## config.mk

```make
export PLATFORM = sky130hd
export DESIGN_NAME = fpra_device_flat
export DESIGN_NICKNAME = d
export VERILOG_FILES = /design/src/logic/fpra_pkg.sv /design/src/logic/fpra_link_if.sv /design/src/logic/fpra_device.sv /design/src/flat_wrapper.sv
export VERILOG_INCLUDE_DIRS = /design/src /design/src/logic
export SDC_FILE = /design/constraint.sdc
export NUM_CORES = 1
export LEC_CHECK = 0
export ABC_AREA = 1
export BUFFER_PORTS_ARGS = -buffer_cell sky130_fd_sc_hd__buf_2
export CAP_MARGIN = 20
export CORE_MARGIN = 4
export CORE_UTILIZATION = 40
export DETAILED_ROUTE_END_ITERATION = 7
export SYNTH_ARGS = -nofsm -noshare
export SYNTH_HDL_FRONTEND = slang
export SYNTH_SLANG_ARGS = --single-unit
export TNS_END_PERCENT = 1
```

## constraint.sdc

```tcl
create_clock -name clock -period 5.6 [get_ports clock]
set_clock_uncertainty 0.1 [all_clocks]
set_input_delay 1.12 -clock clock [delete_from_list [all_inputs] [get_ports clock]]
set_output_delay 1.12 -clock clock [all_outputs]
set_load 0.005 [all_outputs]
```

## src/logic/fpra_defines.svh

```systemverilog
`ifndef FPRA_DEFINES_SVH
`define FPRA_DEFINES_SVH

// Opcodes and confirmation byte.
`define FPRA_OP_ULTRA_PD 8'h79
`define FPRA_OP_LIGHT_PD 8'hb9
`define FPRA_OP_WAKE 8'hab
`define FPRA_OP_RST_EN 8'h66
`define FPRA_OP_RST 8'h99
`define FPRA_OP_ABORT 8'hf0
`define FPRA_CONFIRM 8'hd0
`define FPRA_OP_NONE 8'h00

// Bit counting.
`define FPRA_BYTE_BITS 3'h7
`define FPRA_CNT_ZERO 3'h0
`define FPRA_BYTES_ZERO 2'h0
`define FPRA_BYTES_ONE 2'h1
`define FPRA_BYTES_TWO 2'h2
`define FPRA_BYTES_MAX 2'h3

// Time limits in ns and the derived cycle counts at 125 MHz.
`define FPRA_CLK_NS 8
`define FPRA_ULTRA_ENTRY_NS 3000
`define FPRA_SW_RESET_NS 2000
`define FPRA_ABORT_START_NS 2000
`define FPRA_ULTRA_WAKE_NS 400
`define FPRA_CYC(ns) (16'((ns) / `FPRA_CLK_NS))
`define FPRA_ENTRY_CYC `FPRA_CYC(`FPRA_ULTRA_ENTRY_NS)
`define FPRA_RESET_CYC `FPRA_CYC(`FPRA_SW_RESET_NS)
`define FPRA_ABORT_CYC `FPRA_CYC(`FPRA_ABORT_START_NS)
`define FPRA_WAKE_CYC `FPRA_CYC(`FPRA_ULTRA_WAKE_NS)
`define FPRA_TIMER_ZERO 16'h0000
`define FPRA_TIMER_ONE 16'h0001

// Host link clock divider: half period in clock cycles, less one.
`define FPRA_SCK_HALF 4'h4
`define FPRA_DIV_ZERO 4'h0
`define FPRA_DIV_ONE 4'h1

// Host register map (word index on the software port).
`define FPRA_REG_CMD 2'h0
`define FPRA_REG_STATUS 2'h1
`define FPRA_REG_CTRL 2'h2
`define FPRA_CMD_BIT_TWO 16
`define FPRA_CMD_BIT_TRUNC 17
`define FPRA_LEN_ONE 5'h08
`define FPRA_LEN_TWO 5'h10

`endif

```

## src/logic/fpra_pkg.sv

```systemverilog
package fpra_pkg;
	// Device operating states, one-hot.
	typedef enum logic [4:0] {
		FPRA_STANDBY = 5'h01,
		FPRA_ULTRA = 5'h02,
		FPRA_WAKING = 5'h04,
		FPRA_RESETTING = 5'h08,
		FPRA_ABORTING = 5'h10
	} fpra_dev_state_t;

	// Host sequencer states, one-hot.
	typedef enum logic [3:0] {
		FPRA_H_IDLE = 4'h1,
		FPRA_H_LOW = 4'h2,
		FPRA_H_HIGH = 4'h4,
		FPRA_H_GAP = 4'h8
	} fpra_host_state_t;
endpackage

```

## src/logic/fpra_link_if.sv

```systemverilog
`timescale 1ns/1ns
interface fpra_link_if;
	logic cs_n;
	logic sck;
	logic si;
	modport device (
		input cs_n,
		input sck,
		input si
	);
	modport host (
		output cs_n,
		output sck,
		output si
	);
endinterface

```

## src/logic/fpra_device.sv

```systemverilog
// Notes on behaviour
// - Ultra power on 79h, or b9h with depth bit clear
// - In ultra power, only wake opcode is heard
// - Wake runs initialization then returns to standby
// - 79h is command only, no address or data
// - Each byte is eight clocks, MSB first
// - Extra bits ignored; enter on chip select rise
// - Off-byte chip select rise cancels ultra entry
// - 79h ignored while program or erase busy
// - Reset is 66h frame then 99h frame
// - Host lifts chip select between the two
// - Reset stops all work, restores defaults
// - Reset starts on chip select rise, blocks commands
// - Off-byte chip select rise cancels reset
// - Host checks busy and suspended before reset
// - Abort stops operation; it cannot be resumed
// - Abort ignores the write latch flag
// - Abort needs the abort permit bit set
// - Abort needs confirmation d0h or is dropped
// - Abort starts on chip select rise, blocks commands
// - Abort keeps volatile configuration registers
// - Aborted page contents are not guaranteed
// - Off-byte chip select rise drops abort
// - Wake does internal reset, loses volatile state
`timescale 1ns/1ns
`include "fpra_defines.svh"
module fpra_device
	import fpra_pkg::*;
(
	// Clock and reset.
	input wire logic clock,
	input wire logic reset,
	// Link from the host.
	fpra_link_if.device link,
	// Status from the array engine and configuration.
	input wire logic busy_flag,
	input wire logic write_latch_flag,
	input wire logic power_down_depth_select,
	input wire logic abort_permit_bit,
	// Device state outputs.
	output logic ultra_low_power_state,
	output logic light_power_down_state,
	output logic ready,
	output logic stop_operation,
	output logic clear_volatile
);
	fpra_dev_state_t state_q;
	logic [2:0] cs_sync_q;
	logic [2:0] sck_sync_q;
	logic [1:0] si_sync_q;
	logic [7:0] shift_q;
	logic [2:0] cnt_q;
	logic [1:0] bytes_q;
	logic [7:0] op_q;
	logic [7:0] second_q;
	logic rst_armed_q;
	logic [15:0] timer_q;
	logic ulp_q;
	logic lpd_q;
	logic ready_q;
	logic stop_q;
	logic clear_q;
	logic sck_rise;
	logic cs_rise;
	logic cs_active;
	logic [7:0] byte_in;
	logic aligned;

	// The first stage of each chain feeds only the second stage.
	always_ff @(posedge clock or posedge reset) begin
		if (reset) begin
			cs_sync_q <= 3'h7;
			sck_sync_q <= 3'h0;
			si_sync_q <= 2'h0;
		end else begin
			cs_sync_q <= {cs_sync_q[1:0], link.cs_n};
			sck_sync_q <= {sck_sync_q[1:0], link.sck};
			si_sync_q <= {si_sync_q[0], link.si};
		end
	end

	assign cs_active = !cs_sync_q[1];
	assign cs_rise = cs_sync_q[1] && !cs_sync_q[2];
	assign sck_rise = sck_sync_q[1] && !sck_sync_q[2] && cs_active;
	assign byte_in = {shift_q[6:0], si_sync_q[1]};
	assign aligned = cnt_q == `FPRA_CNT_ZERO;

	// Shift in MSB first; keep the first two bytes of the frame.
	always_ff @(posedge clock or posedge reset) begin
		if (reset) begin
			shift_q <= 8'h00;
			cnt_q <= `FPRA_CNT_ZERO;
			bytes_q <= `FPRA_BYTES_ZERO;
			op_q <= `FPRA_OP_NONE;
			second_q <= `FPRA_OP_NONE;
		end else if (cs_rise || state_q != FPRA_STANDBY && !cs_active) begin
			cnt_q <= `FPRA_CNT_ZERO;
			bytes_q <= `FPRA_BYTES_ZERO;
		end else if (sck_rise) begin
			shift_q <= byte_in;
			cnt_q <= cnt_q + 3'h1;
			if (cnt_q == `FPRA_BYTE_BITS && bytes_q != `FPRA_BYTES_MAX) begin
				bytes_q <= bytes_q + 2'h1;
				if (bytes_q == `FPRA_BYTES_ZERO)
					op_q <= byte_in;
				else if (bytes_q == `FPRA_BYTES_ONE)
					second_q <= byte_in;
			end
		end else if (cs_active && bytes_q == `FPRA_BYTES_ZERO) begin
			op_q <= `FPRA_OP_NONE;
		end
	end

	// Reset enable is held only across the very next frame.
	always_ff @(posedge clock or posedge reset) begin
		if (reset) begin
			rst_armed_q <= 1'b0;
		end else if (cs_rise && state_q == FPRA_STANDBY) begin
			rst_armed_q <= aligned && bytes_q == `FPRA_BYTES_ONE &&
				op_q == `FPRA_OP_RST_EN;
		end else if (state_q != FPRA_STANDBY) begin
			rst_armed_q <= 1'b0;
		end
	end

	// Operating state and timers.
	always_ff @(posedge clock or posedge reset) begin
		if (reset) begin
			state_q <= FPRA_STANDBY;
			timer_q <= `FPRA_TIMER_ZERO;
			ulp_q <= 1'b0;
			lpd_q <= 1'b0;
			ready_q <= 1'b1;
			stop_q <= 1'b0;
			clear_q <= 1'b0;
		end else begin
			stop_q <= 1'b0;
			clear_q <= 1'b0;
			case (state_q)
			FPRA_STANDBY: begin
				if (cs_rise && aligned) begin
					// Whole bytes after a 79h opcode are ignored.
					if (bytes_q != `FPRA_BYTES_ZERO &&
						!busy_flag &&
						(op_q == `FPRA_OP_ULTRA_PD ||
						op_q == `FPRA_OP_LIGHT_PD &&
						!power_down_depth_select)) begin
						state_q <= FPRA_ULTRA;
						ulp_q <= 1'b1;
						ready_q <= 1'b0;
					end else if (op_q == `FPRA_OP_LIGHT_PD &&
						bytes_q == `FPRA_BYTES_ONE && !busy_flag) begin
						lpd_q <= 1'b1;
					end else if (rst_armed_q && op_q == `FPRA_OP_RST &&
						bytes_q == `FPRA_BYTES_ONE) begin
						state_q <= FPRA_RESETTING;
						timer_q <= `FPRA_RESET_CYC;
						ready_q <= 1'b0;
						stop_q <= 1'b1;
						clear_q <= 1'b1;
						lpd_q <= 1'b0;
					end else if (op_q == `FPRA_OP_ABORT &&
						bytes_q == `FPRA_BYTES_TWO &&
						second_q == `FPRA_CONFIRM &&
						abort_permit_bit) begin
						// Volatile configuration is left as it is.
						state_q <= FPRA_ABORTING;
						timer_q <= `FPRA_ABORT_CYC;
						ready_q <= 1'b0;
						stop_q <= 1'b1;
					end else if (op_q == `FPRA_OP_WAKE &&
						bytes_q == `FPRA_BYTES_ONE) begin
						lpd_q <= 1'b0;
					end
				end
			end
			FPRA_ULTRA: begin
				// Only a whole one-byte wake frame is heard here.
				if (cs_rise && aligned && bytes_q == `FPRA_BYTES_ONE &&
					op_q == `FPRA_OP_WAKE) begin
					state_q <= FPRA_WAKING;
					timer_q <= `FPRA_WAKE_CYC;
					clear_q <= 1'b1;
				end
			end
			FPRA_WAKING, FPRA_RESETTING, FPRA_ABORTING: begin
				timer_q <= timer_q - `FPRA_TIMER_ONE;
				if (timer_q == `FPRA_TIMER_ONE) begin
					state_q <= FPRA_STANDBY;
					ulp_q <= 1'b0;
					ready_q <= 1'b1;
				end
			end
			default: state_q <= FPRA_STANDBY;
			endcase
		end
	end

	assign ultra_low_power_state = ulp_q;
	assign light_power_down_state = lpd_q;
	assign ready = ready_q;
	assign stop_operation = stop_q;
	assign clear_volatile = clear_q;

	// Abort does not depend on the write latch, so it is not read.
	logic unused_latch;
	assign unused_latch = write_latch_flag;
endmodule // fpra_device

```

## src/flat_wrapper.sv

```systemverilog
// flat-port wrapper written by rule: the top's interface ports become plain ports
module fpra_device_flat import fpra_pkg::*;
  (clock, reset, busy_flag, write_latch_flag, power_down_depth_select, abort_permit_bit, ultra_low_power_state, light_power_down_state, ready, stop_operation, clear_volatile, link_cs_n, link_sck, link_si);
  fpra_link_if link_i ();
  input wire logic clock;
  input wire logic reset;
  input wire logic busy_flag;
  input wire logic write_latch_flag;
  input wire logic power_down_depth_select;
  input wire logic abort_permit_bit;
  output logic ultra_low_power_state;
  output logic light_power_down_state;
  output logic ready;
  output logic stop_operation;
  output logic clear_volatile;
  input wire logic [$bits(link_i.cs_n)-1:0] link_cs_n;
  input wire logic [$bits(link_i.sck)-1:0] link_sck;
  input wire logic [$bits(link_i.si)-1:0] link_si;
  assign link_i.cs_n = link_cs_n;
  assign link_i.sck = link_sck;
  assign link_i.si = link_si;
  fpra_device u_core (.clock(clock), .reset(reset), .link(link_i), .busy_flag(busy_flag), .write_latch_flag(write_latch_flag), .power_down_depth_select(power_down_depth_select), .abort_permit_bit(abort_permit_bit), .ultra_low_power_state(ultra_low_power_state), .light_power_down_state(light_power_down_state), .ready(ready), .stop_operation(stop_operation), .clear_volatile(clear_volatile));
endmodule
```

Word-level counts from Yosys, hierarchy flattened --
Cells that the tools add are included.
Operators by class: $add $sub $neg 3, eq/ne operators 30, mux-type cells 53, bitwise operators 3, reductions and logical operators 50
Operator list (number):
- 16-bit 2-to-1 mux | 6
- 16-bit one-hot mux with 3 select lines | 1
- 8-bit == test (second input constant) | 5
- 5-bit 2-to-1 mux | 7
- 8-bit 2-to-1 mux | 4
- 1-bit 2-to-1 mux | 26
- 1-bit logical AND | 23
- 5-bit AND reduction | 4
- 16-bit by 1-bit == test with 1-bit output (second input constant) | 1
- 8-bit by 7-bit == test with 1-bit output (second input constant) | 2
- 16-bit by 1-bit subtractor with 16-bit output (second input constant) | 1
- 5-bit one-hot mux with 3 select lines | 1
- 2-bit inequality test (second input constant) | 7
- 2-bit nonzero test | 6
- 4-bit AND reduction | 2
- 2-bit 2-to-1 mux | 3
- 3-bit 2-to-1 mux | 2
- 3-bit inequality test (second input constant) | 2
- 1-bit one-hot mux with 2 select lines | 3
- 6-bit AND reduction | 1
- 3-bit nonzero test | 2
- 5-bit by 1-bit == test with 1-bit output (second input constant) | 1
- 5-bit by 2-bit == test with 1-bit output (second input constant) | 1
- 5-bit by 3-bit == test with 1-bit output (second input constant) | 1
- other kinds (18) | 27
Storage, ports and cells: register bits 63, output and inout bits 5, logic and storage cells 155

Logic depth before layout (Yosys ltp) --
depth after elaboration 10, mapped depth 11

Worst setup path after synthesis --
No wires, ideal clock.
kind input -> register, from input abort_permit_bit, to register u_core.timer_q[10], data arrival time 1.926 ns, setup slack 3.454 ns, stages 8, buffers on the path 1, cell sequence nand4_1 > nor2_1 > nand2_1 > nand3_1 > nand3_4 > buf_6 > nand2_1 > nand2_1
On the way: word-level cells in the longest chain between the ends 3
Ends and longest elaborated chain:
- start, declared | line flat_wrapper.sv:10 | input wire logic abort_permit_bit;
- 1-bit logical AND | line fpra_device.sv:162 | end else if (op_q == `FPRA_OP_ABORT &&
- 3-bit inequality test (no source line)
- 6-bit AND reduction (no source line)
- end signal, assigned | line fpra_device.sv:157 | timer_q <= `FPRA_RESET_CYC;
- end signal, assigned | line fpra_device.sv:168 | timer_q <= `FPRA_ABORT_CYC;
- end signal, assigned | line fpra_device.sv:182 | timer_q <= `FPRA_WAKE_CYC;
- end, declared | line fpra_device.sv:57 | logic [15:0] timer_q;
Every way passes these cells. A chain may end at the register's enable or synchronous reset.

Worst setup path in the final report --
from register u_core.state_q[2], to register u_core.state_q[3]
On the way: word-level cells in the longest chain between the ends 4, elaborated cells on any way between the ends 13, those cells by class 10 x eq/ne; 1 x mux; 2 x reduce/logical
Ends and longest elaborated chain:
- start, declared | line fpra_device.sv:47 | fpra_dev_state_t state_q;
- start signal, assigned | line fpra_device.sv:129 | state_q <= FPRA_STANDBY;
- start signal, assigned | line fpra_device.sv:148 | state_q <= FPRA_ULTRA;
- start signal, assigned | line fpra_device.sv:156 | state_q <= FPRA_RESETTING;
- 5-bit by 3-bit == test with 1-bit output, or another cell as far along | line fpra_device.sv:139 | case (state_q)
- 3-bit OR reduction | line fpra_device.sv:139
- 2-bit by 1-bit inequality test with 1-bit output (no source line)
- 5-bit AND reduction (no source line)
Parallel ways exist; a longest one is shown, timed or not.

==> impl_metrics.ini <==
[power]
clkPwrFrac = 0.425
totalPowerFinal_w = 0.0009603
p_per_area_nw_per_um2 = 265.0
pwr-share-seq = 0.508
p_sw_frac = 0.2664
cellLeakagePower_nw = 1.701
internal_power_w = 0.0007045
power_switching_w = 0.0002559
peakVddDrop_uv = 154.1
p_comb_frac = 0.067

[global_route]
grt_max_degree = 64
grt_pass1_vias = 2469
track_usage = 0.1411
grt_pass1_wl_mm = 11.24
overflow = 0
antenna_found_initial = 0

[clock_network]
clockBufferDepth = 2
cts.clk_slew.worst_paths_ns = 0.08
cts_setup_buffers = 0
ctsResizeCount = 0
hold_buffers = 0
cts_made_buffers = 9
cts.sinks = 63
cts.htree.levels = 3
worstSkewPairLatency_ns = 0.34
cts-root-buf = clkbuf_8
cts_tree = built

[synth]
async_flop_share = 1.000
synth_ff_type = dfrtp_1
synth_edf_count = 0
ys_seq_area_frac = 0.4860
synthesis.nets = 428
synth_area_um2 = 3257
syn_inst = 410
synth_cell_types = 35
syn_area_per_cell_um2 = 7.944
synth-seq-cells = 63
ys_warn_count = 0

[timing]
report.final.hold_viol_count = 0
maxSlewViolCount = 0
worst_pin_slew_ns = 1.027
setup_violations = 0
rsz0062_at_grt = no
tns_ns = 0
max_freq_mhz = 446.7
period_minus_slack_ns = 2.239
timing.slew.headroom = 0.3125
fin_crit_sh = 0.3997

[die]
ioPinCount = 14
die_x_um = 98.24
row_count = 32
fp.coreArea_um2 = 7807
start_util = 0.4171
die_area_um2 = 9650
dieHeight_um = 98.24

[routing]
drc = 0
post_drt_via_cell_ratio = 4.757
wirelength_mm = 6.239
avgRoutedWirePerCell_um = 11.64
drt_iter0_drc = 147
vias = 2550
postRouteAntennaNets = 0
drt_first_pass_iters = 4

[placed_design]
post_dp_cell_area_um2 = 3422
dp_hpwl_mm = 4.394
placed_cells = 520
io_buffers = 12
gp_congestion = 0.8401

[setup_path]
cp-end-kind = register
crit_path_start_kind = register
worstPathArrival_ns = 2.41
cp_max_fo = 15
slowest_stage = nor2_1
max_stage_delay_ns = 0.78
cpLargestDelayFamily = simple AND/OR/NAND/NOR gates
path_class = register to register
required_ns = 5.77
path_buf_inv = 1
cpMostUsedCell = nand2_1
path_cells = inv_1 -> nand2_2 -> nand2_1 -> nand2_1 -> nor2_1 -> a21oi_2 -> nand3_1 -> nand2_1 -> nand2_1

[layout]
antenna_cells = 0
final_cell_count_no_fill = 536
layout-drive-gt1-share = 0.1313
nNetsFinal = 447
design_area_um2 = 3623
regArea_um2 = 1583
synthToLayoutAreaGrowth_pct = 11.26
fill_cells = 793
multi_input_area_um2 = 1453

[status]
outcome = finished clean

[run]
maxCapViolCount = 0

[hold_path]
holdCritPathClass = register to register
metrics by stage:
step / utilization / hold slack, ns / setup slack [ns]
6_report: 0.4641 / 0.2569 / 3.361
5_1_grt: 0.4641 / 0.2611 / 3.104
4_1_cts: 0.4641 / 0.2570 / 3.312
3_5_place_dp: 0.4383 / 0.2355 / 3.159
3_3_place_gp: 0.4383 / 0.2317 / 3.141
2_1_floorplan: - / 0.2312 / 2.819
synthesized netlist by cell type, drive strengths merged, types with 3 or more instances:
cell      n  area (um^2)
xor2      3        26.28
dfstp     5        131.4
a21oi    14        85.08
nand3b    4        30.03
nand3    26        152.7
nor2     46        197.7
buf       4        26.27
o21ai    37        200.2
nor4      3        18.77
nand4     8        50.05
ha        9        112.6
nor3      6        46.30
inv      51        191.4
dfrtp    58         1451
nand2   129        489.2
power groups by stage:
stage / Combinational (W) / Clock (W) / Sequential, W
global placement: 0.0000645 / 0 / 0.000497
detailed placement: 0.0000659 / 0 / 0.000497
floorplan: 0.0000493 / 0 / 0.000494
global route: 0.0000776 / 0.000442 / 0.000491
CTS: 0.0000665 / 0.000420 / 0.000488
finish: 0.0000647 / 0.000408 / 0.000488
area by class of cell:
| type | instances | area share |
|---|---|---|
| clock buffer | 9 | 0.03419 |
| clock inverter | 7 | 0.02141 |
| inverter | 51 | 0.05283 |
| multi-input combinational | 291 | 0.4009 |
| sequential | 63 | 0.4368 |
| tap | 102 | 0.03522 |
| timing repair buffer | 13 | 0.01865 |
per-layer routing:
| metal | part of all wire | wire [um] | vias up | global-route usage |
|---|---|---|---|---|
| met5 | 0 | 0 | - | 0 |
| met4 | 0.011 | 66 | 0 | 0.04202 |
| met1 | 0.50 | 3120 | 1172 | 0.1849 |
| met2 | 0.46 | 2886 | 20 | 0.2293 |
| li1 | - | - | 1352 | - |
| met3 | 0.027 | 166 | 6 | 0.03857 |
cells by family (layout without fill, tap and decap cells):
| group | count (synthesis) | after routing | share of synthesized area |
|---|---|---|---|
| AO/OA/AOI/OAI | 55 | 55 | 0.09643 |
| XOR/XNOR | 4 | 4 | 0.01076 |
| adder cells (fa/ha/maj) | 9 | 9 | 0.03458 |
| buffers and inverters | 56 | 80 | 0.06800 |
| flip-flops | 63 | 63 | 0.4860 |
| AND/OR/NAND/NOR | 223 | 223 | 0.3043 |
worst paths after layout:
check / end / slack (ns) / cells after the start / from
worst min register to register: u_core.sck_sync_q[1]$_DFF_PP0_ / 0.26 / 0 / u_core.sck_sync_q[0]$_DFF_PP0_
worst min-delay path: u_core.sck_sync_q[1]$_DFF_PP0_ / 0.26 / 0 / u_core.sck_sync_q[0]$_DFF_PP0_
worst max-delay path: u_core.state_q[3]$_DFFE_PP0P_ / 3.36 / 9 / u_core.state_q[2]$_DFFE_PP0P_
min in group asynchronous: u_core.sck_sync_q[2]$_DFF_PP0_ / 0.91 / 3 / reset
max in group asynchronous: u_core.clear_volatile$_DFF_PP0_ / 3.97 / 3 / reset
worst max register to register: u_core.state_q[3]$_DFFE_PP0P_ / 3.36 / 9 / u_core.state_q[2]$_DFFE_PP0P_
registers in the layout, summed over array words and instances (netlist names):
register / count
u_core.timer_q: 16
u_core.op_q: 8
u_core.second_q: 8
u_core.shift_q: 7
u_core.state_q: 5
u_core.cnt_q: 3
u_core.cs_sync_q: 3
u_core.sck_sync_q: 3
u_core.bytes_q: 2
u_core.si_sync_q: 2
u_core.clear_volatile: 1
u_core.light_power_down_state: 1
u_core.ready: 1
u_core.rst_armed_q: 1
u_core.stop_operation: 1
u_core.ultra_low_power_state: 1
cells in the final DEF, fill, tap and decap left out, drive strengths merged, types with 2 or more instances in the layout:
master and n:
nand3b 4, a21oi 14, nand2 129, nand4 8
nor3 6, nor4 3, clkbuf 9, dfstp 5
ha 9, inv 54, nand3 26, buf 13
o21ai 37, dfrtp 58, xor2 3, nor2 46
clkinv 2
Power figures use the tool's default switching activity.
